`config.mk`:
```
export PLATFORM = sky130hd
export DESIGN_NAME = tvpa_assembly
export DESIGN_NICKNAME = d
export VERILOG_FILES = /design/src/hdl/tvpa_pkg.sv /design/src/hdl/tvpa_assembly.sv
export SDC_FILE = /design/constraint.sdc
export NUM_CORES = 2
export LEC_CHECK = 0
export ABC_AREA = 1
export ABC_CLOCK_PERIOD_IN_PS = 6000
export BUFFER_PORTS_ARGS = -buffer_cell sky130_fd_sc_hd__buf_2
export CELL_PAD_IN_SITES_DETAIL_PLACEMENT = 1
export CELL_PAD_IN_SITES_GLOBAL_PLACEMENT = 2
export CORE_MARGIN = 2
export CORE_UTILIZATION = 31
export CTS_CLUSTER_DIAMETER = 100
export DETAILED_ROUTE_END_ITERATION = 6
export PLACE_DENSITY = 0.8
export SLEW_MARGIN = 30
export SYNTH_ARGS = -nofsm -noshare
export SYNTH_HDL_FRONTEND = slang
export SYNTH_SLANG_ARGS = --single-unit
```
`constraint.sdc`:
```
create_clock -name aclk -period 6 [get_ports aclk]
set_input_delay 1.5 -clock aclk [delete_from_list [all_inputs] [get_ports aclk]]
set_output_delay 1.5 -clock aclk [all_outputs]
set_load 0.05 [all_outputs]
```
`src/hdl/tvpa_pkg.sv`:
```
// Constants shared by the transmit voice packet assembly block.
// Assumes a 32-bit AXI4-Lite register bus and one connection structure.
package tvpa_pkg;
  // Register byte addresses.
  localparam logic [7:0] CTRL_A = 8'h00;
  localparam logic [7:0] NEXT_A = 8'h04;
  localparam logic [7:0] SHAPE_A = 8'h08;
  localparam logic [7:0] TSOFF_A = 8'h0c;
  localparam logic [7:0] SSB_A = 8'h10;
  localparam logic [7:0] BASE_A = 8'h14;
  localparam logic [7:0] STAT_A = 8'h18;
  localparam logic [7:0] SEQ_A = 8'h1c;
  // Control field positions.
  localparam int C_VALID = 0;
  localparam int C_INIT = 1;
  localparam int C_SEQINS = 2;
  localparam int C_TSSRC = 3;
  localparam int C_BSZ = 4;
  // Shape field positions: frames, bearers, extra delay frames.
  localparam int S_FPP = 0;
  localparam int S_BEAR = 8;
  localparam int S_XDLY = 16;
  // Smallest circular buffer is 512 bytes, that is 9 address bits.
  localparam int BUF_MIN_LOG2 = 9;
  localparam logic [2:0] BSZ_MAX = 3'h3;
  // Compression rates reported by the TDM side information.
  localparam logic [2:0] R_PCM = 3'h0;
  localparam logic [2:0] R_A40 = 3'h1;
  localparam logic [2:0] R_A32 = 3'h2;
  localparam logic [2:0] R_A24 = 3'h3;
  localparam logic [2:0] R_A16 = 3'h4;
  // Payload type selector for comfort noise; 0 to 4 follow the rate.
  localparam logic [2:0] PT_CN = 3'h5;
  localparam logic [1:0] RESP_OK = 2'h0;
  localparam logic [1:0] RESP_ERR = 2'h2;
  localparam logic [31:0] SHAPE_RST = 32'h0000_0101;
endpackage

```
`src/hdl/tvpa_assembly.sv`:
```
// Transmit packet assembly control for one voice connection.
// Assumes the scheduler queue and TDM logic share aclk with this block.
//
// What this block does
// Payload bytes from frames, bearers and rate.
// Accept event only when pointer reached.
// First event discards, arms pointer with offset.
// Invalid structure ignores events, flags untouched.
// Software arms the valid flag last.
// Buffer sizes 512 to 4K, one setting.
// Rate comes from buffer side information.
// Scheduling keeps one coding per packet.
// Frames count samples at every rate.
// Six payload types including comfort noise.
// Zero suppression base disables suppression.
// No suppression with several bearers.
// Data start backs off extra delay frames.
// Timestamp is first byte time plus offset.
// Global time from counter or TDM slots.
// Buffer base ignores bits below size.
// Samples come from the left byte only.
// HDLC and CPU payloads only get wrapped.
// Sequence insert flag picks sequence source.
// Timestamp insert flag adds global time.
// Non-RTP traffic uses transparent settings.
// Check valid, then start-up, then pointer.
//
// Local design decisions: the AXI4-Lite slave port and the register addresses.
`timescale 1ns/1ns
module tvpa_assembly #(
  parameter int PW = 16
) (
  input wire logic aclk,
  input wire logic aresetn,
  input wire logic [7:0] s_axi_awaddr,
  input wire logic s_axi_awvalid,
  output logic s_axi_awready,
  input wire logic [31:0] s_axi_wdata,
  input wire logic [3:0] s_axi_wstrb,
  input wire logic s_axi_wvalid,
  output logic s_axi_wready,
  output logic [1:0] s_axi_bresp,
  output logic s_axi_bvalid,
  input wire logic s_axi_bready,
  input wire logic [7:0] s_axi_araddr,
  input wire logic s_axi_arvalid,
  output logic s_axi_arready,
  output logic [31:0] s_axi_rdata,
  output logic [1:0] s_axi_rresp,
  output logic s_axi_rvalid,
  input wire logic s_axi_rready,
  input wire logic [PW-1:0] tdm_ptr,
  input wire logic frame_tick,
  input wire logic [31:0] tdm_ts,
  input wire logic ev_valid,
  output logic ev_ready,
  input wire logic ev_hdlc,
  input wire logic ev_cn,
  input wire logic ev_ts_insert,
  input wire logic [31:0] ev_ts,
  input wire logic [2:0] ev_rate,
  output logic pkt_valid,
  output logic pkt_hdlc,
  output logic [15:0] pkt_bytes,
  output logic [31:0] pkt_addr,
  output logic [31:0] pkt_ts,
  output logic [2:0] pkt_pt,
  output logic [15:0] pkt_seq,
  output logic pkt_seq_gen,
  output logic pkt_ss_en
);
  // Configuration and status registers.
  logic [31:0] ctrl_q, ctrl_d, shape_q, shape_d, tsoff_q, tsoff_d, base_q, base_d;
  logic [PW-1:0] next_q, next_d;
  logic [15:0] ssb_q, ssb_d, seq_q, seq_d, acc_q, acc_d, ign_q, ign_d;
  // Internal free-running frame timestamp.
  logic [31:0] fr_q, fr_d;
  // Bus handshake state; address and data may arrive in either order.
  logic awh_q, awh_d, wh_q, wh_d;
  logic [7:0] awa_q, awa_d;
  logic [31:0] wda_q, wda_d;
  logic [3:0] wst_q, wst_d;
  logic awr_q, awr_d, wr_q, wr_d, bv_q, bv_d, arr_q, arr_d, rv_q, rv_d;
  logic [1:0] br_q, br_d, rr_q, rr_d;
  logic [31:0] rd_q, rd_d;
  // Packet descriptor outputs.
  logic pv_q, pv_d, ph_q, ph_d, pg_q, pg_d, ps_q, ps_d;
  logic [15:0] pb_q, pb_d, pq_q, pq_d;
  logic [31:0] pa_q, pa_d, pt_q, pt_d;
  logic [2:0] pp_q, pp_d;
  // Event qualification terms.
  logic fire, go_voice, go_hdlc;
  logic [3:0] bps;
  logic [31:0] bits, gts, mask, start_b;
  logic [PW-1:0] start_f, age;

  assign fire = ev_valid && ev_ready;

  // Applies byte strobes to one stored word.
  function automatic logic [31:0] merge(input logic [31:0] o, input logic [31:0] n,
                                        input logic [3:0] s);
    logic [31:0] r;
    r = o;
    for (int i = 0; i < 4; i++) begin
      if (s[i]) begin
        r[8*i +: 8] = n[8*i +: 8];
      end
    end
    return r;
  endfunction

  // Next-state logic for bus, configuration, event handling and descriptor.
  always_comb begin
    logic wdo;
    wdo = 1'b0;
    {ctrl_d, shape_d, tsoff_d, base_d} = {ctrl_q, shape_q, tsoff_q, base_q};
    {next_d, ssb_d} = {next_q, ssb_q};
    {seq_d, acc_d, ign_d} = {seq_q, acc_q, ign_q};
    {awh_d, wh_d, awa_d, wda_d, wst_d} = {awh_q, wh_q, awa_q, wda_q, wst_q};
    {bv_d, br_d, arr_d, rv_d, rr_d, rd_d} = {bv_q, br_q, arr_q, rv_q, rr_q, rd_q};
    {ph_d, pb_d, pa_d, pt_d} = {ph_q, pb_q, pa_q, pt_q};
    {pp_d, pq_d, pg_d, ps_d} = {pp_q, pq_q, pg_q, ps_q};
    pv_d = 1'b0;
    // The internal timestamp advances once per TDM frame.
    fr_d = fr_q + {31'h0, frame_tick};
    gts = ctrl_q[tvpa_pkg::C_TSSRC] ? tdm_ts : fr_q;
    // Bits per sample for each rate; 16 kbps packs four frames a byte.
    unique case (ev_rate)
      tvpa_pkg::R_A40: bps = 4'h5;
      tvpa_pkg::R_A32: bps = 4'h4;
      tvpa_pkg::R_A24: bps = 4'h3;
      tvpa_pkg::R_A16: bps = 4'h2;
      default: bps = 4'h8;
    endcase
    bits = 32'(shape_q[tvpa_pkg::S_FPP +: 8] * shape_q[tvpa_pkg::S_BEAR +: 8]) * 32'(bps);
    // Data starts one packet back, plus the extra delay frames.
    start_f = PW'(next_q - PW'(shape_q[tvpa_pkg::S_FPP +: 8])
      - PW'(shape_q[tvpa_pkg::S_XDLY +: 8]));
    age = PW'(tdm_ptr - start_f);
    // One size setting covers all buffers; low base bits are dropped.
    mask = (32'h0000_0001 << (tvpa_pkg::BUF_MIN_LOG2 + 32'(ctrl_q[tvpa_pkg::C_BSZ +: 2])))
      - 32'h1;
    // Each frame occupies one 16-bit word; the sample is its left byte.
    start_b = (base_q & ~mask) | ((32'(start_f) << 1) & mask);
    go_voice = fire && ctrl_q[tvpa_pkg::C_VALID] && !ev_hdlc && ctrl_q[tvpa_pkg::C_INIT]
      && (tdm_ptr >= next_q);
    go_hdlc = fire && ctrl_q[tvpa_pkg::C_VALID] && ev_hdlc;
    // An event on an unarmed structure leaves every flag as it was.
    if (fire && !ctrl_q[tvpa_pkg::C_VALID]) begin
      ign_d = ign_q + 16'h1;
    end else if (fire && !ev_hdlc && !ctrl_q[tvpa_pkg::C_INIT]) begin
      // Start-up: the stored pointer is an offset; this packet is dropped.
      next_d = PW'(tdm_ptr + next_q);
      ctrl_d[tvpa_pkg::C_INIT] = 1'b1;
      ign_d = ign_q + 16'h1;
    end else if (fire && !ev_hdlc && !go_voice) begin
      ign_d = ign_q + 16'h1;
    end
    if (go_voice) begin
      pv_d = 1'b1;
      ph_d = 1'b0;
      pb_d = 16'((bits + 32'h7) >> 3);
      pa_d = start_b;
      pt_d = gts - 32'(age) + tsoff_q;
      pp_d = ev_cn ? tvpa_pkg::PT_CN : ev_rate;
      ps_d = (ssb_q != 16'h0) && (shape_q[tvpa_pkg::S_BEAR +: 8] == 8'h1);
      pg_d = 1'b1;
      next_d = PW'(next_q + PW'(shape_q[tvpa_pkg::S_FPP +: 8]));
      acc_d = acc_q + 16'h1;
    end else if (go_hdlc) begin
      // Payload passes as is; only headers and RTP fields are touched.
      pv_d = 1'b1;
      ph_d = 1'b1;
      pb_d = 16'h0;
      pa_d = 32'h0;
      pt_d = ev_ts + (ev_ts_insert ? gts : 32'h0) + tsoff_q;
      pp_d = tvpa_pkg::R_PCM;
      ps_d = 1'b0;
      pg_d = ctrl_q[tvpa_pkg::C_SEQINS];
      acc_d = acc_q + 16'h1;
    end
    if (go_voice || (go_hdlc && ctrl_q[tvpa_pkg::C_SEQINS])) begin
      pq_d = seq_q;
      seq_d = seq_q + 16'h1;
    end else if (go_hdlc) begin
      pq_d = 16'h0;
    end
    // Write channel: hold address and data until both have arrived.
    if (s_axi_awvalid && awr_q) begin
      awh_d = 1'b1;
      awa_d = s_axi_awaddr;
    end
    if (s_axi_wvalid && wr_q) begin
      wh_d = 1'b1;
      wda_d = s_axi_wdata;
      wst_d = s_axi_wstrb;
    end
    if (bv_q && s_axi_bready) begin
      bv_d = 1'b0;
    end
    if (awh_q && wh_q && !bv_q) begin
      wdo = 1'b1;
      bv_d = 1'b1;
      awh_d = 1'b0;
      wh_d = 1'b0;
      br_d = tvpa_pkg::RESP_OK;
      unique case (awa_q)
        tvpa_pkg::CTRL_A: begin
          ctrl_d = merge(ctrl_q, wda_q, wst_q) & 32'h0000_003f;
          // A start-up set in the same cycle beats the software clear.
          if (fire && ctrl_q[tvpa_pkg::C_VALID] && !ev_hdlc && !ctrl_q[tvpa_pkg::C_INIT]) begin
            ctrl_d[tvpa_pkg::C_INIT] = 1'b1;
          end
        end
        tvpa_pkg::NEXT_A: next_d = PW'(merge(32'(next_q), wda_q, wst_q));
        tvpa_pkg::SHAPE_A: shape_d = merge(shape_q, wda_q, wst_q) & 32'h00ff_ffff;
        tvpa_pkg::TSOFF_A: tsoff_d = merge(tsoff_q, wda_q, wst_q);
        tvpa_pkg::SSB_A: ssb_d = 16'(merge({16'h0, ssb_q}, wda_q, wst_q));
        tvpa_pkg::BASE_A: base_d = merge(base_q, wda_q, wst_q);
        tvpa_pkg::SEQ_A: seq_d = 16'(merge({16'h0, seq_q}, wda_q, wst_q));
        tvpa_pkg::STAT_A: br_d = tvpa_pkg::RESP_OK;
        default: br_d = tvpa_pkg::RESP_ERR;
      endcase
    end
    awr_d = !awh_d && !bv_d && !wdo;
    wr_d = !wh_d && !bv_d && !wdo;
    // Read channel: one outstanding read, answered the cycle after it is taken.
    if (rv_q && s_axi_rready) begin
      rv_d = 1'b0;
    end
    if (s_axi_arvalid && arr_q) begin
      rv_d = 1'b1;
      rr_d = tvpa_pkg::RESP_OK;
      unique case (s_axi_araddr)
        tvpa_pkg::CTRL_A: rd_d = ctrl_q;
        tvpa_pkg::NEXT_A: rd_d = 32'(next_q);
        tvpa_pkg::SHAPE_A: rd_d = shape_q;
        tvpa_pkg::TSOFF_A: rd_d = tsoff_q;
        tvpa_pkg::SSB_A: rd_d = {16'h0, ssb_q};
        tvpa_pkg::BASE_A: rd_d = base_q;
        tvpa_pkg::STAT_A: rd_d = {ign_q, acc_q};
        tvpa_pkg::SEQ_A: rd_d = {16'h0, seq_q};
        default: begin
          rd_d = 32'h0;
          rr_d = tvpa_pkg::RESP_ERR;
        end
      endcase
    end
    arr_d = !rv_d;
  end

  // State registers with synchronous active-low reset.
  always_ff @(posedge aclk) begin
    if (!aresetn) begin
      {ctrl_q, tsoff_q, base_q, fr_q, wda_q, rd_q, pa_q, pt_q} <= '0;
      shape_q <= tvpa_pkg::SHAPE_RST;
      {next_q, ssb_q, seq_q, acc_q, ign_q, pb_q, pq_q} <= '0;
      {awh_q, wh_q, awa_q, wst_q, bv_q, br_q, rv_q, rr_q} <= '0;
      {awr_q, wr_q, arr_q} <= 3'h0;
      {pv_q, ph_q, pg_q, ps_q, pp_q} <= '0;
    end else begin
      {ctrl_q, shape_q, tsoff_q, base_q, fr_q, wda_q, rd_q, pa_q, pt_q} <=
        {ctrl_d, shape_d, tsoff_d, base_d, fr_d, wda_d, rd_d, pa_d, pt_d};
      {next_q, ssb_q, seq_q, acc_q, ign_q, pb_q, pq_q} <=
        {next_d, ssb_d, seq_d, acc_d, ign_d, pb_d, pq_d};
      {awh_q, wh_q, awa_q, wst_q, bv_q, br_q, rv_q, rr_q} <=
        {awh_d, wh_d, awa_d, wst_d, bv_d, br_d, rv_d, rr_d};
      {awr_q, wr_q, arr_q} <= {awr_d, wr_d, arr_d};
      {pv_q, ph_q, pg_q, ps_q, pp_q} <= {pv_d, ph_d, pg_d, ps_d, pp_d};
    end
  end

  // The queue is always drained: each event is judged in one cycle.
  logic evr_q;
  always_ff @(posedge aclk) begin
    evr_q <= aresetn;
  end

  assign ev_ready = evr_q;
  assign {s_axi_awready, s_axi_wready, s_axi_bvalid, s_axi_bresp} = {awr_q, wr_q, bv_q, br_q};
  assign {s_axi_arready, s_axi_rvalid, s_axi_rresp, s_axi_rdata} = {arr_q, rv_q, rr_q, rd_q};
  assign {pkt_valid, pkt_hdlc, pkt_bytes, pkt_addr, pkt_ts} = {pv_q, ph_q, pb_q, pa_q, pt_q};
  assign {pkt_pt, pkt_seq, pkt_seq_gen, pkt_ss_en} = {pp_q, pq_q, pg_q, ps_q};
endmodule // tvpa_assembly

```
### After elaboration in Yosys (flattened, before gate mapping)

Index checks and enable logic that the tools add are counted.

| storage, ports and cells | value |
|---|---|
| bits in registers | 397 |
| bits in latches | 0 |
| bits in writable memories | 0 |
| memory bits (read-only) | 0 |
| input port bits | 147 |
| output and inout bits | 145 |
| word-level logic and storage cells | 204 |
| memories kept | 0 |

| operators by class | value |
|---|---|
| $add $sub $neg | 16 |
| multipliers | 2 |
| divide/modulo/power cells | 0 |
| magnitude comparators | 1 |
| equality and inequality tests | 24 |
| shift operators | 1 |
| muxes and demuxes | 52 |
| bitwise operators | 5 |
| reduce and logical (&&, ||, !) cells | 58 |

Operators by type and width:

| kind | count |
|---|---|
| two-way mux 16 bit | 16 |
| case mux 32 bit (8 select lines) | 1 |
| two-way mux 32 bit | 6 |
| adder 32 bit | 3 |
| equality test 8 x 5 -> 1 bit, second input constant | 8 |
| adder 16 x 1 -> 16 bit, second input constant | 3 |
| AND reduction 3 bit | 14 |
| adder 32 x 1 -> 32 bit | 1 |
| AND 17 x 32 -> 32 bit | 1 |
| AND 32 bit | 1 |
| equality test 8 x 4 -> 1 bit, second input constant | 4 |
| NOT 32 bit | 1 |
| OR 32 bit | 1 |
| << shifter 1 x 5 -> 32 bit, first input constant | 1 |
| subtractor 16 x 8 -> 16 bit | 2 |
| subtractor 32 x 1 -> 32 bit, second input constant | 1 |
| subtractor 32 x 16 -> 32 bit | 1 |
| logical AND 1 bit | 24 |
| adder 19 x 3 -> 19 bit, second input constant | 1 |
| multiplier 16 x 4 -> 19 bit | 1 |
| two-way mux 1 bit | 18 |
| adder 16 bit | 1 |
| adder 16 x 8 -> 16 bit | 1 |
| equality test 8 x 3 -> 1 bit, second input constant | 2 |
| 23 further kinds | 46 |

### Longest topological paths before layout

| logic depth | value |
|---|---|
| depth in word-level cells | 10 |
| depth in mapped cells | 34 |
| gate-level depth less buffers | 33 |

### Worst setup path before layout

OpenSTA, ideal clock, no wires.

| path | value |
|---|---|
| path kind | register to register |
| start | register shape_q[1] |
| end | register pb_q[15], in the netlist pkt_bytes[15] |
| library setup time | 113 ps |
| arrival time | 6481 ps |
| required time | 5887 ps |
| slack | -594 ps |
| stages on the path, launching flop included | 30 |
| path buffers | 1 |
| period minus slack after synthesis | 6594 ps |
| cell sequence | dfxtp_1 clkbuf_1 nand2_1 inv_1 fa_1 fa_1 fa_1 inv_1 fa_1 inv_1 ha_1 a21oi_1 a21boi_0 o21ai_0 a21oi_1 xor2_1 nor2_1 fa_1 fa_1 ha_1 ha_1 a21o_1 nand3_1 nand2_1 nor2_1 nand2_1 inv_1 nand3_1 nand3_1 nand2_1 |

| on the way | value |
|---|---|
| longest elaborated chain between the ends | 4 |

Ends and longest elaborated chain:

| element | RTL line | source |
|---|---|---|
| start, declared | tvpa_assembly.sv:73 | `logic [31:0] ctrl_q, ctrl_d, shape_q, shape_d, tsoff_q, tsoff_d, base_q, base_d;` |
| start signal, assigned | tvpa_assembly.sv:256 | `shape_q <= tvpa_pkg::SHAPE_RST;` |
| start signal, assigned | tvpa_assembly.sv:262 | `{ctrl_q, shape_q, tsoff_q, base_q, fr_q, wda_q, rd_q, pa_q, pt_q} <=` |
| multiplier 8 x 8 -> 16 bit | tvpa_assembly.sv:135 | `bits = 32'(shape_q[tvpa_pkg::S_FPP +: 8] * shape_q[tvpa_pkg::S_BEAR +: 8]) * 32'(bps);` |
| multiplier 16 x 4 -> 19 bit | tvpa_assembly.sv:135 |  |
| adder 19 x 3 -> 19 bit | tvpa_assembly.sv:162 | `pb_d = 16'((bits + 32'h7) >> 3);` |
| two-way mux 16 bit | tvpa_assembly.sv:159 | `if (go_voice) begin` |
| end signal, assigned | tvpa_assembly.sv:264 | `{next_q, ssb_q, seq_q, acc_q, ign_q, pb_q, pq_q} <=` |
| end, declared | tvpa_assembly.sv:88 | `logic [15:0] pb_q, pb_d, pq_q, pq_d;` |

Every way passes these cells.
A chain may end at the register's enable or synchronous reset.

### Final worst setup path

| path | value |
|---|---|
| start | register shape_q[12] |
| end | register pb_q[13], in the netlist pkt_bytes[13] |

The elaborated chain is that of the path after synthesis.

==> metrics.csv <==
metric,value,unit
ys_ff_latch,394,
wl,140,mm
layout_setup_ws,-0.303,ns
drt-pass1-iter-count,6,
cts_max_path_buffers,3,
end_kind,flop,
fill_cells,12301,
fin_cells,6318,
cts.sinks,394,
clkSlewWorstSetupHoldPaths,0.06,ns
drive_gt1_share,21.8,%
grt_max_degree,135,
cp.arrival,6.86,ns
seq_area_frac_synth,26.1,%
skew,0.0522,ns
dpl.cell_count,6176,
power.leakage,18.6,nW
dp_hpwl,110,mm
synth_warnings,0,
syn_avg_cell_area,6.78,um^2
p_switching,1.97,mW
grt_pass1_vias,32552,
area_delta_synth_final,29.4,%
required,6.56,ns
placed_cell_area,0.0352,mm^2
io_pins,292,
drtIter0Drc,2325,
grt-ovfl-total,0,
start_util,31.3,%
cts_buffers,52,
max_slew_margin,31.1,%
combPwrFrac,11.7,%
hp-class,reg2reg,
regArea,0.00793,mm^2
fin_area,0.0391,mm^2
synthCells,4459,
gp_congestion,0.928,
holdWs,0.446,ns
synthesis.area,0.0302,mm^2
cp-start-kind,flop,
ir_drop,0.000216,V
clk_latency,0.67,ns
drc,0,
synthArstFlopShare,0,%
rows,114,
fin_crit_sh,105,%
netSwitchingFraction,28.4,%
yosysUniqueCellTypes,59,
status,finished with violations,
maxCapViolations,0,
crit_path_frequent_cell,fa_1,
via_count,32737,
p_per_area,177,mW/mm^2
postCtsHoldBufs,0,
die_y,316,um
fmax,159,MHz
cts_root_buf,clkbuf_16,
via_per_inst,5.18,
fin_crit,6.30,ns
setup_viol,11,
htreeDepth,2,
grtUsageTotal,27.1,%
rsz0062_at_grt,yes,
clkPwrFrac,49.7,%
dieWidth,316,um
synth_ff_type,dfxtp_1,
antenna_found_initial,4,
dieArea,0.100,mm^2
wl_per_cell,22.1,um
synth-edff-count,0,
cp_slowest_stage_delay,0.57,ns
violations,negative setup slack,
num-nets-final,5492,
multiInputGateArea,0.0212,mm^2
core,0.0967,mm^2
tightest_slew,1.03,ns
drv_slew,0,
postLayoutCoreUtil,40.5,%
port_buffers,288,
cts_tree,yes,
total_power,6.93,mW
cpMaxStageDelayCell,fa_1,
worstPathMaxFanout,4,
path_class,reg2reg,
grt_pass1_wl,204,mm
p_int,4.96,mW
hold_viol_final,0,
pwr-share-seq,38.6,%
drtAntennaViolNets,0,
per-stage QoR:
stage | worst slack, ns | setup TNS (ns)
final | -0.303 | -1.81
after global routing | -0.636 | -7.57
after global placement | -0.387 | -6.82
after floorplan | 0.0106 | 0
after detailed placement | -0.504 | -10.15
after CTS | -0.259 | -1.50
power groups by stage:
stage          registers, mW  logic (mW)  clock network (mW)
3_3_place_gp            2.74       0.699                   0
6_report                2.68       0.810                3.44
2_1_floorplan           2.73       0.363                   0
5_1_grt                 2.68       0.879                3.61
3_5_place_dp            2.74       0.708                   0
4_1_cts                 2.68       0.728                3.52
flip-flops by register name, summed over array words and instances, names as in the netlist, 24 cells and up:
register and count:
base_q 32, tsoff_q 32, fr_q 32, pkt_ts 32, pkt_addr 31, s_axi_rdata 32, shape_q 24, wda_q 32
cells by family (layout without fill, tap and decap cells):
logic type,count (synthesis),count (layout),share of synthesized area (%)
xor gates and xnor gates,122,122,3.54
DFF,394,394,26.1
AOI/OAI and AO/OA,978,978,17.5
buffers and inverters,781,1361,10.1
other,2,5,0.0248
and+or+nand+nor,1827,1827,25.1
muxes,9,9,0.298
adders and majority gates,346,346,17.4
cell usage after synthesis, types with 10 or more instances:
cell | count | area share [%]
a21o_1 | 10 | 0.25
a21oi_1 | 412 | 6.8
inv_1 | 618 | 7.7
clkbuf_1 | 96 | 1.2
nor4_1 | 22 | 0.46
nand2_1 | 998 | 12
o21ai_1 | 27 | 0.45
fa_1 | 123 | 8.1
o31ai_1 | 16 | 0.40
o221ai_1 | 12 | 0.35
nor3_1 | 79 | 1.3
ha_1 | 223 | 9.2
nand3_1 | 211 | 3.5
nand4_1 | 36 | 0.75
o21bai_1 | 19 | 0.47
xor2_1 | 92 | 2.7
buf_2 | 32 | 0.53
xnor2_1 | 30 | 0.87
nand3b_1 | 12 | 0.30
dfxtp_1 | 394 | 26
o2111ai_1 | 14 | 0.41
nor2_1 | 428 | 5.3
buf_4 | 10 | 0.25
o22ai_1 | 35 | 0.72
a31oi_1 | 12 | 0.25
o21ai_0 | 378 | 6.3
o21a_1 | 12 | 0.30
metal layers:
metal	routed length [um]	share of wire, %	track usage [%]
met2	62800	45	43.4
met4	4610	3.3	8.35
met1	63400	45	37.4
met3	8990	6.4	4.49
met5	0	0	0
what timing repair did:
| item | 4_1_cts | 5_1_grt |
|---|---|---|
| setup endpoints to repair | 36 | 35 |
| pin swaps | 64 | 134 |
| setup buffers | 20 | 28 |
| endpoints found under the hold margin | 0 | 0 |
| gates resized for setup | 124 | 287 |
final cells by class:
cell class / count / area share [%]
sequential: 394 / 20.3
multi-input combinational: 3286 / 54.2
clock inverter: 20 / 0.768
antenna: 1 / 0.00640
timing repair buffer: 634 / 10.6
clock buffer: 76 / 3.99
tap: 1276 / 4.08
inverter: 631 / 6.06
placed cells by master, fill, tap and decap left out, types with 28 or more instances in the layout:
master,synthesis,routed
buf_2,32,287
fa_1,123,115
clkbuf_16,0,53
nor2_1,428,391
dfxtp_1,394,380
inv_2,8,37
nand4_1,36,36
o21ai_1,27,40
o21ai_0,378,344
nand3_1,211,182
ha_1,223,176
buf_4,10,321
nand2_1,998,946
o22ai_1,35,35
nor3_1,79,68
nand3_2,2,28
nor2_2,7,31
ha_4,0,45
a21oi_2,0,41
inv_1,618,588
nand2_2,1,42
xor2_1,92,78
a21oi_1,412,359
path summary, 6_finish.rpt:
path / depth (start not counted) / to / startpoint / slack [ns]
worst max-delay path: 29 / pkt_bytes[13]$_SDFFE_PN0P_ / shape_q[12]$_SDFFE_PN0P_ / -0.30
worst min-delay path: 2 / pkt_bytes[5]$_SDFFE_PN0P_ / pkt_bytes[5]$_SDFFE_PN0P_ / 0.45
worst max register to register: 29 / pkt_bytes[13]$_SDFFE_PN0P_ / shape_q[12]$_SDFFE_PN0P_ / -0.30
worst min register to register: 2 / pkt_bytes[5]$_SDFFE_PN0P_ / pkt_bytes[5]$_SDFFE_PN0P_ / 0.45
worst max-delay path, delay by kind of cell (launching register included):
| kind | cells | cell delay [ns] |
|---|---|---|
| adders and majority gates | 9 | 3.74 |
| AOI/OAI and AO/OA | 5 | 0.83 |
| buffers and inverters | 7 | 0.57 |
| xor gates and xnor gates | 1 | 0.12 |
| and+or+nand+nor | 7 | 0.57 |
| DFF | 1 | 0.36 |
Note: power is estimated with default switching activity, not from simulation.
